File: src/design/elss_pkg.sv
`default_nettype none
package elss_pkg;
  // Field widths
  localparam int RATIO_W   = 8;
  localparam int LIMIT_W   = 16;
  localparam int STEP_W    = 8;
  localparam int INT_W     = 10;
  localparam int ACC_W     = 18;
  // Documented typical oversampling
  localparam logic [RATIO_W-1:0] RATIO_TYPICAL = 8'h10;
  localparam logic [RATIO_W-1:0] RATIO_MIN     = 8'h04;
  // Reset values
  localparam logic [RATIO_W-1:0] PHASE_RST = 8'h00;
  localparam logic [INT_W-1:0]   INT_RST   = 10'h000;
  localparam logic [ACC_W-1:0]   ACC_RST   = 18'h00000;
  // Per-sample integrator contributions
  localparam logic [INT_W-1:0]   SAMPLE_POS = 10'h001;
  localparam logic [INT_W-1:0]   SAMPLE_NEG = 10'h3ff;
  // Clock rate
  localparam int CLK_PERIOD_NS = 20;
  // Direction of a correction
  typedef enum logic [1:0] {
    ELSS_NONE,
    ELSS_ADVANCE,
    ELSS_RETARD
  } elss_corr_e;
endpackage
`default_nettype wire

File: src/design/elss_sync.sv
`timescale 1ns/1ps
`default_nettype none
module elss_sync
  import elss_pkg::*;
(
  // Clock and reset
  input  wire logic               ref_clk,
  input  wire logic               resetn,
  // Sampled stream
  input  wire logic               data_in,
  // Static configuration
  input  wire logic [RATIO_W-1:0] oversample_factor,
  input  wire logic [LIMIT_W-1:0] correction_limit,
  input  wire logic [STEP_W-1:0]  adjust_increment,
  // Recovered timing
  output logic                    data_clk,
  output logic                    early_gate,
  output logic                    late_gate,
  // Recovered data
  output logic                    bit_out,
  output logic                    bit_valid,
  // Loop status
  output logic signed [INT_W-1:0] phase_error,
  output logic                    corr_advance,
  output logic                    corr_retard
);

  // Effective ratio: forced even and at least the minimum
  // Odd settings lose their low bit
  // Settings below the minimum act as the minimum
  // Half ratio splits early and late halves
  logic [RATIO_W-1:0] ratio;
  logic [RATIO_W-1:0] half;

  always_comb
  begin
    ratio = {oversample_factor[RATIO_W-1:1], 1'b0};
    if (ratio < RATIO_MIN)
    begin
      ratio = RATIO_MIN;
    end
    half = {1'b0, ratio[RATIO_W-1:1]};
  end

  // State registers
  logic [RATIO_W-1:0]      phase_q,  phase_d;
  logic signed [INT_W-1:0] early_q,  early_d;
  logic signed [INT_W-1:0] late_q,   late_d;
  logic signed [INT_W-1:0] total_q,  total_d;
  logic signed [ACC_W-1:0] acc_q,    acc_d;
  logic                    clk_q,    clk_d;
  logic                    eg_q,     eg_d;
  logic                    lg_q,     lg_d;
  logic                    bit_q,    bit_d;
  logic                    bv_q,     bv_d;
  logic signed [INT_W-1:0] perr_q,   perr_d;
  logic                    adv_q,    adv_d;
  logic                    ret_q,    ret_d;
  // Retard delay: cycles left before the next symbol starts
  logic [RATIO_W:0]        hold_q,   hold_d;

  // Combinational working values
  logic signed [INT_W-1:0] smp;
  logic signed [INT_W-1:0] e_fin;
  logic signed [INT_W-1:0] l_fin;
  logic signed [INT_W-1:0] t_fin;
  logic signed [INT_W-1:0] e_mag;
  logic signed [INT_W-1:0] l_mag;
  logic signed [INT_W-1:0] theta;
  logic signed [ACC_W-1:0] acc_sum;
  logic [ACC_W-1:0]        acc_abs;
  logic                    in_early;
  logic                    sym_end;
  logic                    fire;
  elss_corr_e              corr;
  logic [RATIO_W:0]        wrap_ph;
  logic [RATIO_W:0]        step_red;

  // Loop overview
  // Phase counter runs 0 to ratio-1 per symbol
  // Early half: phase below half ratio
  // Late half: phase from half ratio upward
  // Total sum covers every sample of the symbol
  // Bit decision from sign of total sum
  // Error sign follows the bit decision
  // So a one and a zero symbol give the same error
  // Symbol error added into a wide signed counter
  // Counter wide enough for many symbols of full error
  // Correction only at a symbol end
  // Correction clears the counter
  // Advance: next symbol shorter by the step
  // Retard: next symbol longer by the step
  // Retard parks the phase at zero for step cycles
  // Samples during the park belong to no symbol
  // Park length exceeds one symbol if the step is over twice the ratio
  // Step reduced by one subtraction of the ratio, below the ratio only if under twice it
  // A step equal to the ratio reduces to no shift
  // Large steps make the loop unstable
  // Keep the step small against the ratio
  // Configuration is static while running
  // Changing it mid-symbol can shorten or lengthen that symbol
  // Outputs are registered from next values
  // Gates therefore line up with the phase register
  // Hazard: combinational decode of phase would glitch
  // Registering costs no latency on the gates
  // Result outputs update one cycle after the last sample
  // Valid and direction pulses last one cycle
  // Bit and error hold until the next symbol end

  // Next-state computation for the whole loop
  always_comb
  begin
    phase_d = phase_q;
    hold_d  = hold_q;
    early_d = early_q;
    late_d  = late_q;
    total_d = total_q;
    acc_d   = acc_q;
    bit_d   = bit_q;
    perr_d  = perr_q;
    bv_d    = 1'b0;
    adv_d   = 1'b0;
    ret_d   = 1'b0;
    corr    = ELSS_NONE;
    fire    = 1'b0;

    smp = data_in ? SAMPLE_POS : SAMPLE_NEG;

    in_early = (phase_q < half);
    sym_end  = (phase_q >= ratio - 8'h01);

    // Symbol sums including the current sample
    // early half only
    e_fin = in_early ? early_q + smp : early_q;
    l_fin = in_early ? late_q : late_q + smp;
    t_fin = total_q + smp;

    e_mag = t_fin[INT_W-1] ? -e_fin : e_fin;
    l_mag = t_fin[INT_W-1] ? -l_fin : l_fin;
    theta = e_mag - l_mag;

    acc_sum = acc_q + ACC_W'(theta);
    acc_abs = acc_sum[ACC_W-1] ? ACC_W'(-acc_sum) : ACC_W'(acc_sum);

    // Reduce step by one symbol period when it reaches the ratio
    step_red = {1'b0, adjust_increment};
    if (step_red >= {1'b0, ratio})
    begin
      step_red = step_red - {1'b0, ratio};
    end
    wrap_ph = '0;

    // retard delay
    // Phase and integrators frozen while parked
    if (hold_q != '0)
    begin
      hold_d = hold_q - {{RATIO_W{1'b0}}, 1'b1};
    end
    else if (sym_end)
    begin
      early_d = INT_RST;
      late_d  = INT_RST;
      total_d = INT_RST;
      bit_d   = ~t_fin[INT_W-1];
      bv_d    = 1'b1;
      perr_d  = theta;
      acc_d   = acc_sum;
      fire = (acc_abs > ACC_W'(correction_limit)) && (adjust_increment != '0);
      if (fire)
      begin
        corr = acc_sum[ACC_W-1] ? ELSS_RETARD : ELSS_ADVANCE;
        acc_d = ACC_RST;
      end
      case (corr)
        ELSS_ADVANCE:
        begin
          wrap_ph = step_red;
          adv_d   = 1'b1;
        end
        ELSS_RETARD:
        begin
          // Restart later by the step
          wrap_ph = '0;
          hold_d  = step_red;
          ret_d   = 1'b1;
        end
        default:
        begin
          wrap_ph = '0;
        end
      endcase
      phase_d = wrap_ph[RATIO_W-1:0];
    end
    else
    begin
      early_d = e_fin;
      late_d  = l_fin;
      total_d = t_fin;
      phase_d = phase_q + 8'h01;
    end

    // Registered timing outputs follow the next phase
    // clock and gates
    eg_d  = (phase_d < half);
    lg_d  = ~eg_d;
    clk_d = eg_d;
  end

  // State and output registers
  // async clear
  always_ff @(posedge ref_clk or negedge resetn)
  begin
    if (!resetn)
    begin
      phase_q <= PHASE_RST;
      early_q <= INT_RST;
      late_q  <= INT_RST;
      total_q <= INT_RST;
      acc_q   <= ACC_RST;
      clk_q   <= 1'b1;
      eg_q    <= 1'b1;
      lg_q    <= 1'b0;
      bit_q   <= 1'b0;
      bv_q    <= 1'b0;
      perr_q  <= INT_RST;
      adv_q   <= 1'b0;
      ret_q   <= 1'b0;
      hold_q  <= '0;
    end
    else
    begin
      phase_q <= phase_d;
      early_q <= early_d;
      late_q  <= late_d;
      total_q <= total_d;
      acc_q   <= acc_d;
      clk_q   <= clk_d;
      eg_q    <= eg_d;
      lg_q    <= lg_d;
      bit_q   <= bit_d;
      bv_q    <= bv_d;
      perr_q  <= perr_d;
      adv_q   <= adv_d;
      ret_q   <= ret_d;
      hold_q  <= hold_d;
    end
  end

  // Outputs straight from flops
  assign data_clk     = clk_q;
  assign early_gate   = eg_q;
  assign late_gate    = lg_q;
  assign bit_out      = bit_q;
  assign bit_valid    = bv_q;
  assign phase_error  = perr_q;
  assign corr_advance = adv_q;
  assign corr_retard  = ret_q;

endmodule
`default_nettype wire

File: config.mk
export PLATFORM = sky130hd
export DESIGN_NAME = elss_sync
export DESIGN_NICKNAME = d
export VERILOG_FILES = /design/src/design/elss_pkg.sv /design/src/design/elss_sync.sv
export SDC_FILE = /design/constraint.sdc
export NUM_CORES = 1
export LEC_CHECK = 0
export BUFFER_PORTS_ARGS = -buffer_cell sky130_fd_sc_hd__buf_2
export CORE_MARGIN = 3
export CORE_UTILIZATION = 69
export CTS_BUF_LIST = sky130_fd_sc_hd__clkbuf_8
export DETAILED_ROUTE_END_ITERATION = 16
export GPL_TIMING_DRIVEN = 0
export HOLD_SLACK_MARGIN = 0.02
export PLACE_DENSITY = 0.89
export SYNTH_ARGS = -nofsm -noshare
export SYNTH_HDL_FRONTEND = slang
export SYNTH_SLANG_ARGS = --single-unit
File: constraint.sdc
create_clock -name ref_clk -period 28.3 [get_ports ref_clk]
set_input_delay 0 -clock ref_clk [delete_from_list [all_inputs] [get_ports ref_clk]]
set_output_delay 0 -clock ref_clk [all_outputs]
set_load 0.02 [all_outputs]
==> run metrics, run 1 <==
normalized max-slew margin 10.5%; number of buffers added on ports 50; number of buffers on the longest clock path 2; antenna-violating nets left 0; Arrival @ worst endpoint 12.38 ns; final routed wire length divided by cell count 17.3 um; distinct cell type count after synthesis 75; startpoint kind of the worst setup timing path flip-flop; leading cell type in the layout, fill and taps excluded nand2_1; Synth Warn # 0; total iterations of the first detailed-routing run 5; worst min-delay path class input port to async pin; die area 0.0135 sq mm; ratio of cells with drive above 1 in the final layout 8.97%; detailed-route DRC error count 0; clock slew seen by the registers of the worst setup and hold paths 0.09 ns; worst-path cell with the longest stage delay xnor2_1; ant diodes 0; fraction of registers with async set/reset 100%; via-per-instance ratio 6.49; synthesized netlist net count 1167; H-Tree Depth 3; part of the Yosys area used for sequential elements 24.1%; overall fraction of global-route tracks in use 32.7%; clk_lat worst skew 0.38 ns; number of antenna violations at the first check in global routing 0; total core area 0.0117 sq mm; power density cells 51.7 mW/mm^2; # hold bufs at CTS 2; maximum vdd drop 0.0316 mV; peak clock frequency supported by timing 82.3 MHz; number of sinks driven by the clock tree 81; setup repair after global routing missed its margin false; setup fix buffers added after clock tree synthesis 0; final period utilization 42.9%; number of hold-slack violations in the final timing report 0; filler instances 874; main flop type after synthesis dfrtp_1; final max-slew violation count 0; die height 116 um; final layout net count 1231; highest-count cells in the layout ignoring fill and taps nand2_1 (122), ha_1 (100), dfrtp_1 (80), o21ai_0 (73), nor2_1 (66); number of I/O pins 52; number of buffers added by the clock tree synthesis step 9; count of routing violations after the opening detailed-route iteration 715; largest net degree at the start of global routing 56; highest net fanout along the worst path 11; global-route wire length before repair 35.7 mm; fin crit period 12.15 ns; number of global-route vias before repair 7630; via count of the routed design 8026; result of the run completed; largest incremental delay on the critical path 0.91 ns; # setup viols final 0; clock tree from TritonCTS built; final global-route overflow total 0; critical path capture point type flip-flop; Max Cap Viol 0; clock tree root driver cell clkbuf_8; Starting Density 72.0%; Sum Neg Setup Slack 0 ns; crit path kind flip-flop to flip-flop; number of register bits inferred by synthesis 81; critical path required time 28.53 ns; Static Leakage 4.45 nW; number of cells on the worst reg-to-reg path 51; placer's final routability congestion estimate 0.990; Post-synth EDFFs 0; CP dominant cell by count ha_1; post-detail-place hpwl 16.5 mm; # resized after CTS 0; Tot Pwr 0.000467 W; Die X 116 um; worst clock skew on the final layout 0.00771 ns; area added between synthesis and finish 7.49%; Gate Count Post-Synth 1026; transition time at the pin with the least slew margin 1.33 ns; Avg Cell Area, Syn 8.19 sq um; area of the mapped netlist 0.00840 sq mm; routed wire length 21.4 mm; Cell Rows 39
==> cell type report <==
type,instances,area (sq um),area share (%)
timing repair buffer,53,300,3.33
clock buffer,9,124,1.37
clock inverter,5,26.3,0.291
buffer,33,135,1.50
inverter,63,236,2.62
tap,143,179,1.98
multi-input combinational,849,6000,66.5
sequential,81,2030,22.5
==> final timing paths <==
| kind | endpoint | slack [ns] | from |
|---|---|---|---|
| setup / recovery | late_gate | 16.15 | phase_q[3] |
| hold / removal | acc_q[11] | 0.08 | resetn |
| setup reg to reg | late_gate | 16.15 | phase_q[3] |
| hold reg to reg | phase_error[9] | 0.47 | phase_error[9] |
| max in group asynchronous | early_gate | 27.57 | resetn |
| min in group ref_clk | hold_q[7] | 0.12 | adjust_increment[7] |
==> flip-flops by register name, indices dropped and copies added, names as in the netlist <==
| register | count |
|---|---|
| acc_q | 18 |
| early_q | 10 |
| late_q | 10 |
| phase_error | 10 |
| total_q | 10 |
| hold_q | 9 |
| phase_q | 8 |
| bit_out | 1 |
| bit_valid | 1 |
| corr_advance | 1 |
| corr_retard | 1 |
| early_gate | 1 |
| late_gate | 1 |
==> layer usage <==
metal	part of all wire, %	track usage (%)	routed length, um	vias to the layer above
met1	44	43.6	9450	3781
met3	7.1	5.39	1510	53
met2	46	53.9	9870	308
met5	0	0	0	-
met4	2.8	11.9	603	0
li1	-	-	-	3884
==> cell families after synthesis <==
logic type / after synthesis / share of synthesized area (%)
AOI/OAI and AO/OA: 307 / 24.7
xor gates and xnor gates: 89 / 9.46
adders and majority gates: 106 / 16.3
buffers and inverters: 96 / 4.42
DFF: 81 / 24.1
muxes: 14 / 1.73
and+or+nand+nor: 333 / 19.2
==> metrics by stage <==
step	hold WS (ns)	utilization [%]	std cells	cell area [sq um]	worst slack, ns
finish	0.0790	77.4	1236	9030	16.15
global route	0.109	77.4	1236	9030	15.19
CTS	0.0871	77.4	1236	9030	16.31
detailed placement	-0.0537	76.0	1220	8860	15.99
global placement	0.343	75.7	1219	8830	16.16
floorplan	-0.296	-	1026	8400	18.19
==> synthesized netlist by cell type, drive strengths merged (7+ instances only) <==
master | n | share of area (%)
a211oi | 8 | 0.71
a21o | 34 | 3.0
a21oi | 58 | 3.5
a22o | 9 | 0.94
a22oi | 15 | 1.3
and3 | 8 | 0.71
buf | 10 | 0.58
clkbuf | 23 | 1.0
dfrtp | 80 | 24
ha | 100 | 15
inv | 63 | 2.8
mux2i | 10 | 1.2
nand2 | 122 | 5.5
nand2b | 12 | 0.89
nand3 | 24 | 1.5
nand4 | 7 | 0.52
nor2 | 67 | 3.0
nor2b | 14 | 1.0
nor3 | 25 | 1.5
nor4 | 11 | 0.82
o211ai | 8 | 0.71
o21a | 12 | 1.1
o21ai | 74 | 4.4
o31ai | 23 | 2.1
or3 | 13 | 1.0
xnor2 | 60 | 6.3
xor2 | 28 | 2.9
==> report_power, final <==
| part | switching, W | total [W] | internal, W |
|---|---|---|---|
| sequential | 0.000000280 | 0.000116 | 0.000116 |
| clock | 0.0000455 | 0.0000756 | 0.0000302 |
| combinational | 0.000161 | 0.000275 | 0.000114 |
==> worst max-delay path: cells and delay by family, from the launching register on <==
family,cells,cell delay (ns)
buf+inv,6,1.88
fa+ha+maj,6,1.70
simple gates,10,1.44
xor+xnor,6,1.88
flops,1,0.46
compound gates,23,4.64
No activity file was read; power rests on OpenSTA's default activity.
==> run 2, diff against run 1 <==
--- a/config.mk
+++ b/config.mk
@@ -7,12 +7,12 @@
 export LEC_CHECK = 0
 export BUFFER_PORTS_ARGS = -buffer_cell sky130_fd_sc_hd__buf_2
 export CORE_MARGIN = 3
-export CORE_UTILIZATION = 69
+export CORE_UTILIZATION = 58
 export CTS_BUF_LIST = sky130_fd_sc_hd__clkbuf_8
 export DETAILED_ROUTE_END_ITERATION = 16
 export GPL_TIMING_DRIVEN = 0
 export HOLD_SLACK_MARGIN = 0.02
-export PLACE_DENSITY = 0.89
+export PLACE_DENSITY = 0.8
 export SYNTH_ARGS = -nofsm -noshare
 export SYNTH_HDL_FRONTEND = slang
 export SYNTH_SLANG_ARGS = --single-unit
==> constraint.sdc (replaced) <==
create_clock -name ref_clk -period 10.1 [get_ports ref_clk]
set_input_delay 0 -clock ref_clk [delete_from_list [all_inputs] [get_ports ref_clk]]
set_output_delay 0 -clock ref_clk [all_outputs]
set_load 0.02 [all_outputs]
==> run metrics, run 2 (synthesized netlist as in run 1, its figures left out) <==
via count of the routed design 8249 (+2.8%); number of buffers added by the clock tree synthesis step 9 (unchanged); number of hold-slack violations in the final timing report 0 (unchanged); die area 0.0160 sq mm (+18%); final layout net count 1264 (+2.7%); total core area 0.0140 sq mm (+20%); H-Tree Depth 3 (unchanged); Static Leakage 4.71 nW (+5.7%); number of antenna violations at the first check in global routing 0 (unchanged); number of global-route vias before repair 7641 (+0.14%); clock tree from TritonCTS built; leading cell type in the layout, fill and taps excluded nand2_1; transition time at the pin with the least slew margin 1.22 ns (-0.109 ns); total iterations of the first detailed-routing run 9 (+4); overall fraction of global-route tracks in use 27.6% (-5.1 points); Tot Pwr 0.00145 W (+210%); share of total power in sequential cells 22.4% (-2.5 points); routed wire length 22.9 mm (+6.6%); maximum vdd drop 0.105 mV (+230%); global-route wire length before repair 36.5 mm (+2.1%); Sum Neg Setup Slack 0 ns (unchanged); largest incremental delay on the critical path 0.44 ns (-0.47 ns); post-detail-place hpwl 16.7 mm (+1.5%); area added between synthesis and finish 15.9%; largest net degree at the start of global routing 56 (unchanged); net switching power figure 0.000627 W (+200%); net switching fraction of the power 43.2% (-1.2 points); Die X 126 um (+8.6%); register name with the most flops acc_q; ratio of cells with drive above 1 in the final layout 16.2% (+7.3 points); via-per-instance ratio 6.31 (-2.9%); clock tree root driver cell clkbuf_8; worst clock skew on the final layout 0.0156 ns (+0.00785 ns); count of buffering cells on the critical path with inverters included 6 (unchanged); number of buffers on the longest clock path 2 (unchanged); final max-slew violation count 0 (unchanged); result of the run completed; # setup viols final 0 (unchanged); capturing point of the worst reg2reg path late_gate; ant diodes 0 (unchanged); final global-route overflow total 0 (unchanged); final period utilization 96.7% (+54 points); Arrival @ worst endpoint 9.98 ns (-2.40 ns); highest net fanout along the worst path 8 (-3); slack of the worst reg-to-reg path 0.34 ns (-15.82 ns); crit path kind flip-flop to flip-flop; power density cells 149 mW/mm^2 (+190%); Max Cap Viol 0 (unchanged); number of cells on the worst reg-to-reg path 52 (+2.0%); die height 126 um (+8.6%); number of buffers added on ports 50 (unchanged); critical path required time 10.32 ns (-18.21 ns); family with the most delay on the worst path compound AO/OA/AOI/OAI gates; worst-path cell with the longest stage delay dfrtp_1; Cell Rows 43 (+10%); count of routing violations after the opening detailed-route iteration 721 (+0.84%); Clk network pwr share 16.9% (+0.7 points); CP dominant cell by count a21o_1; number of sinks driven by the clock tree 81 (unchanged); highest-count cells in the layout ignoring fill and taps nand2_1 (121), ha_1 (93), dfrtp_1 (78), o21ai_0 (68), nor2_1 (65); number of I/O pins 52 (unchanged); combinational cell fraction of total power 60.7% (+1.8 points); final routed wire length divided by cell count 17.5 um (+0.75%); normalized max-slew margin 17.9% (+7.4 points); max FFs per register 18 (unchanged); clock slew seen by the registers of the worst setup and hold paths 0.09 ns (about the same); critical path capture point type flip-flop; Starting Density 59.8% (-12 points); startpoint kind of the worst setup timing path flip-flop; peak clock frequency supported by timing 102 MHz (+24%); fin crit period 9.76 ns (-2.38 ns); placer's final routability congestion estimate 0.969 (-2.1%); clk_lat worst skew 0.38 ns (about the same); critical register-to-register path startpoint phase_q[5]; total internal power 0.000826 W (+220%); worst min-delay path class input port to async pin; antenna-violating nets left 0 (unchanged); detailed-route DRC error count 0 (unchanged)
[run 2: changes by cell type in the layout (fill, tap and decap cells not counted), moves of 5 or more]
cell      before  now
buf_4          2   35
a21oi_2        0    8
o21ai_0       73   68
clkbuf_1      23   16
ha_1         100   93
a21oi_1       58   50
[run 2: layer usage]
metal	GRT usage [%]	share of wire [%]
met3	5.18	7.1
met1	36.2	42
met4	10.2	4.1
met5	0	0
met2	45.6	46
[run 2: stage by stage]
step | utilization, % | std cells | instance area, sq um | setup WS (ns) | hold slack, ns
after floorplan | - | 1026 | 8410 | 0.169 | -0.296
after global placement | 63.3 | 1256 | 8880 | -1.90 | 0.342
after detailed placement | 63.5 | 1257 | 8910 | -2.00 | -0.0528
after CTS | 66.7 | 1286 | 9370 | 0.0197 | 0.0547
after global routing | 69.4 | 1308 | 9740 | -0.101 | 0.0736
final | 69.4 | 1308 | 9740 | 0.338 | 0.0732
[run 2: final cells by class]
class	instances	area, sq um
multi-input combinational	849	6280
fill	1112	4300
sequential	81	2030
timing repair buffer	89	604
inverter	63	240
tap	180	225
buffer	29	159
clock buffer	10	138
clock inverter	6	58.8
timing repair inverter	1	7.51
[run 2: worst max-delay path by stage]
stage,from,to,slack [ns],cells past startpoint
2_1_floorplan,oversample_factor[6],late_gate,0.17,55
3_3_place_gp,oversample_factor[6],late_gate,-1.90,56
3_5_place_dp,oversample_factor[6],late_gate,-2.00,56
4_1_cts,phase_q[3],late_gate,0.02,52
5_1_grt,oversample_factor[6],late_gate,-0.10,56
6_report,phase_q[5],late_gate,0.34,52
[run 2: power by group through the flow]
stage / clock network, W / registers, W / logic [W]
2_1_floorplan: 0 / 0.000332 / 0.000593
3_3_place_gp: 0 / 0.000332 / 0.000743
3_5_place_dp: 0 / 0.000332 / 0.000761
4_1_cts: 0.000251 / 0.000325 / 0.000821
5_1_grt: 0.000261 / 0.000325 / 0.000970
6_report: 0.000246 / 0.000325 / 0.000882
[run 2: timing repair]
action / in CTS / in global routing
pin swaps: 10 / 32
gates cloned: 1 / 1
hold buffers: 2 / 0
hold endpoints to repair: 81 / 0
endpoints found under the setup margin: 39 / 21
setup buffers: 12 / 24
gates resized for setup: 33 / 42
[run 2: worst register-to-register path: cells and delay by family, from the launching register on]
kind / cells / cell delay, ns
buf+inv: 6 / 0.90
xor+xnor: 6 / 1.29
fa+ha+maj: 6 / 1.71
simple gates: 10 / 1.00
compound gates: 24 / 4.28
flops: 1 / 0.44
==> run 3, diff against run 2 <==
--- a/config.mk
+++ b/config.mk
@@ -6,8 +6,10 @@
 export NUM_CORES = 1
 export LEC_CHECK = 0
 export BUFFER_PORTS_ARGS = -buffer_cell sky130_fd_sc_hd__buf_2
+export CELL_PAD_IN_SITES_DETAIL_PLACEMENT = 0
+export CELL_PAD_IN_SITES_GLOBAL_PLACEMENT = 1
 export CORE_MARGIN = 3
-export CORE_UTILIZATION = 58
+export CORE_UTILIZATION = 44
 export CTS_BUF_LIST = sky130_fd_sc_hd__clkbuf_8
 export DETAILED_ROUTE_END_ITERATION = 16
 export GPL_TIMING_DRIVEN = 0
==> run metrics, run 3 (synthesized netlist as in run 1, its figures left out) <==
Cell Rows 49 (+14%); clock tree root driver cell clkbuf_8; startpoint of the worst hold path adjust_increment[3]; die height 144 um (+14%); number of buffers on the longest clock path 2 (unchanged); register name with the most flops acc_q; worst min-delay path class input port to flip-flop; number of I/O pins 52 (unchanged); max FFs per register 18 (unchanged); peak clock frequency supported by timing 104 MHz (+1.5%); final layout net count 1263 (-0.079%); critical path required time 10.33 ns (about the same); ratio of cells with drive above 1 in the final layout 16.8% (+0.55 points); largest net degree at the start of global routing 50 (-11%); critical path capture point type flip-flop; normalized max-slew margin 8.80% (-9.1 points); power density cells 153 mW/mm^2 (+2.3%); worst-path cell with the longest stage delay dfrtp_2; detailed-route DRC error count 0 (unchanged); Arrival @ worst endpoint 9.85 ns (-0.13 ns); number of sinks driven by the clock tree 81 (unchanged); area added between synthesis and finish 17.1%; final period utilization 95.2% (-1.4 points); overall fraction of global-route tracks in use 22.7% (-4.9 points); ant diodes 0 (unchanged); final max-slew violation count 0 (unchanged); clk_lat worst skew 0.38 ns (about the same); clock tree from TritonCTS built; antenna-violating nets left 0 (unchanged); fin crit period 9.62 ns (-0.144 ns); clock slew seen by the registers of the worst setup and hold paths 0.10 ns (about the same); slack of the worst reg-to-reg path 0.48 ns (+0.14 ns); CP dominant cell by count a21o_1; placer's final routability congestion estimate 0.868 (-10%); largest incremental delay on the critical path 0.46 ns (+0.02 ns); routed wire length 23.2 mm (+1.5%); total core area 0.0183 sq mm (+31%); via count of the routed design 7838 (-5.0%); count of routing violations after the opening detailed-route iteration 490 (-32%); worst hold path endpoint hold_q[3]; capturing point of the worst reg2reg path late_gate; hold slack 0.0941 ns (+0.0209 ns); Starting Density 45.8% (-14 points); number of global-route vias before repair 7428 (-2.8%); worst clock skew on the final layout 0.0224 ns (+0.00683 ns); startpoint kind of the worst setup timing path flip-flop; Tot Pwr 0.00150 W (+3.4%); H-Tree Depth 3 (unchanged); family with the most delay on the worst path compound AO/OA/AOI/OAI gates; number of cells on the worst reg-to-reg path 50 (-3.8%); number of buffers added on ports 50 (unchanged); # setup viols final 0 (unchanged); Die X 144 um (+14%); worst hold path stage count 3; post-detail-place hpwl 17.7 mm (+5.7%); transition time at the pin with the least slew margin 1.35 ns (+0.134 ns); leading cell type in the layout, fill and taps excluded nand2_1; final global-route overflow total 0 (unchanged); total iterations of the first detailed-routing run 5 (-4); number of antenna violations at the first check in global routing 0 (unchanged); highest net fanout along the worst path 10 (+2); count of buffering cells on the critical path with inverters included 8 (+2); via-per-instance ratio 5.78 (-8.3%); highest-count cells in the layout ignoring fill and taps nand2_1 (121), ha_1 (91), dfrtp_1 (74), o21ai_0 (68), nor2_1 (65); critical register-to-register path startpoint phase_q[5]; Static Leakage 4.70 nW (-0.27%); maximum vdd drop 0.0828 mV (-21%); Max Cap Viol 0 (unchanged); number of buffers added by the clock tree synthesis step 9 (unchanged); number of hold-slack violations in the final timing report 0 (unchanged); result of the run completed; final routed wire length divided by cell count 17.1 um (-2.1%); crit path kind flip-flop to flip-flop; die area 0.0208 sq mm (+30%); global-route wire length before repair 37.9 mm (+3.9%)
==> run 3: changes by cell type in the layout (fill, tap and decap cells not counted), sizes merged <==
cell,previous run,this run
buf,96,97
clkbuf,30,29
clkinv,2,1
clkinvlp,4,3
inv,63,64
==> run 3: what timing repair did <==
| item | 4_1_cts | 5_1_grt |
|---|---|---|
| buffers inserted | 11 | 23 |
| endpoints found under the hold margin | 71 | 0 |
| endpoints found under the setup margin | 39 | 14 |
| hold buffers | 2 | 0 |
| gates resized for setup | 44 | 44 |
| pin swaps | 10 | 30 |
| gates cloned | 1 | 0 |
==> run 3: power breakdown <==
part	total [W]	internal, W	switching (W)
logic	0.000909	0.000413	0.000496
clock network	0.000268	0.000129	0.000138
registers	0.000325	0.000325	0.000000856
total	0.00150	0.000867	0.000635
==> run 3: worst min-delay path, delay by kind of cell <==
kind | cells | cell delay, ns
AOI/OAI and AO/OA | 2 | 0.31
buffers and inverters | 1 | 0.11
==> run 3: how the worst max path moves through the flow <==
stage                               from   endpoint  slack (ns)  depth (start not counted)
floorplan           oversample_factor[6]  late_gate        0.17                         55
global placement    oversample_factor[6]  late_gate       -2.45                         54
detailed placement  oversample_factor[6]  late_gate       -2.40                         54
CTS                           phase_q[3]  late_gate        0.03                         50
global route                  phase_q[5]  late_gate       -0.06                         51
finish                        phase_q[5]  late_gate        0.48                         50
==> run 3: stage by stage <==
step | utilization, % | TNS (ns) | worst slack [ns] | std cells | cell area, sq um
after detailed placement | 49.0 | -58.39 | -2.40 | 1306 | 8980
after floorplan | - | 0 | 0.169 | 1026 | 8410
final | 53.7 | 0 | 0.483 | 1356 | 9840
after CTS | 51.7 | 0 | 0.0321 | 1334 | 9470
after global routing | 53.7 | -0.0751 | -0.0636 | 1356 | 9840
after global placement | 48.8 | -59.49 | -2.45 | 1305 | 8950
==> run 3: layout make-up <==
cell class / instances / area (sq um)
inverter: 63 / 240
sequential: 81 / 2040
tap: 229 / 287
timing repair inverter: 1 / 7.51
multi-input combinational: 849 / 6310
buffer: 30 / 169
clock buffer: 11 / 151
clock inverter: 5 / 60.1
timing repair buffer: 87 / 581
fill: 1779 / 8490
==> run 3: layer usage <==
layer / share of wire [%] / track usage [%] / vias to the layer above
li1: - / - / 3947
met1: 50 / 33.0 / 3738
met2: 45 / 35.7 / 130
met3: 2.9 / 2.65 / 23
met4: 1.9 / 6.77 / 0
met5: 0 / 0 / -
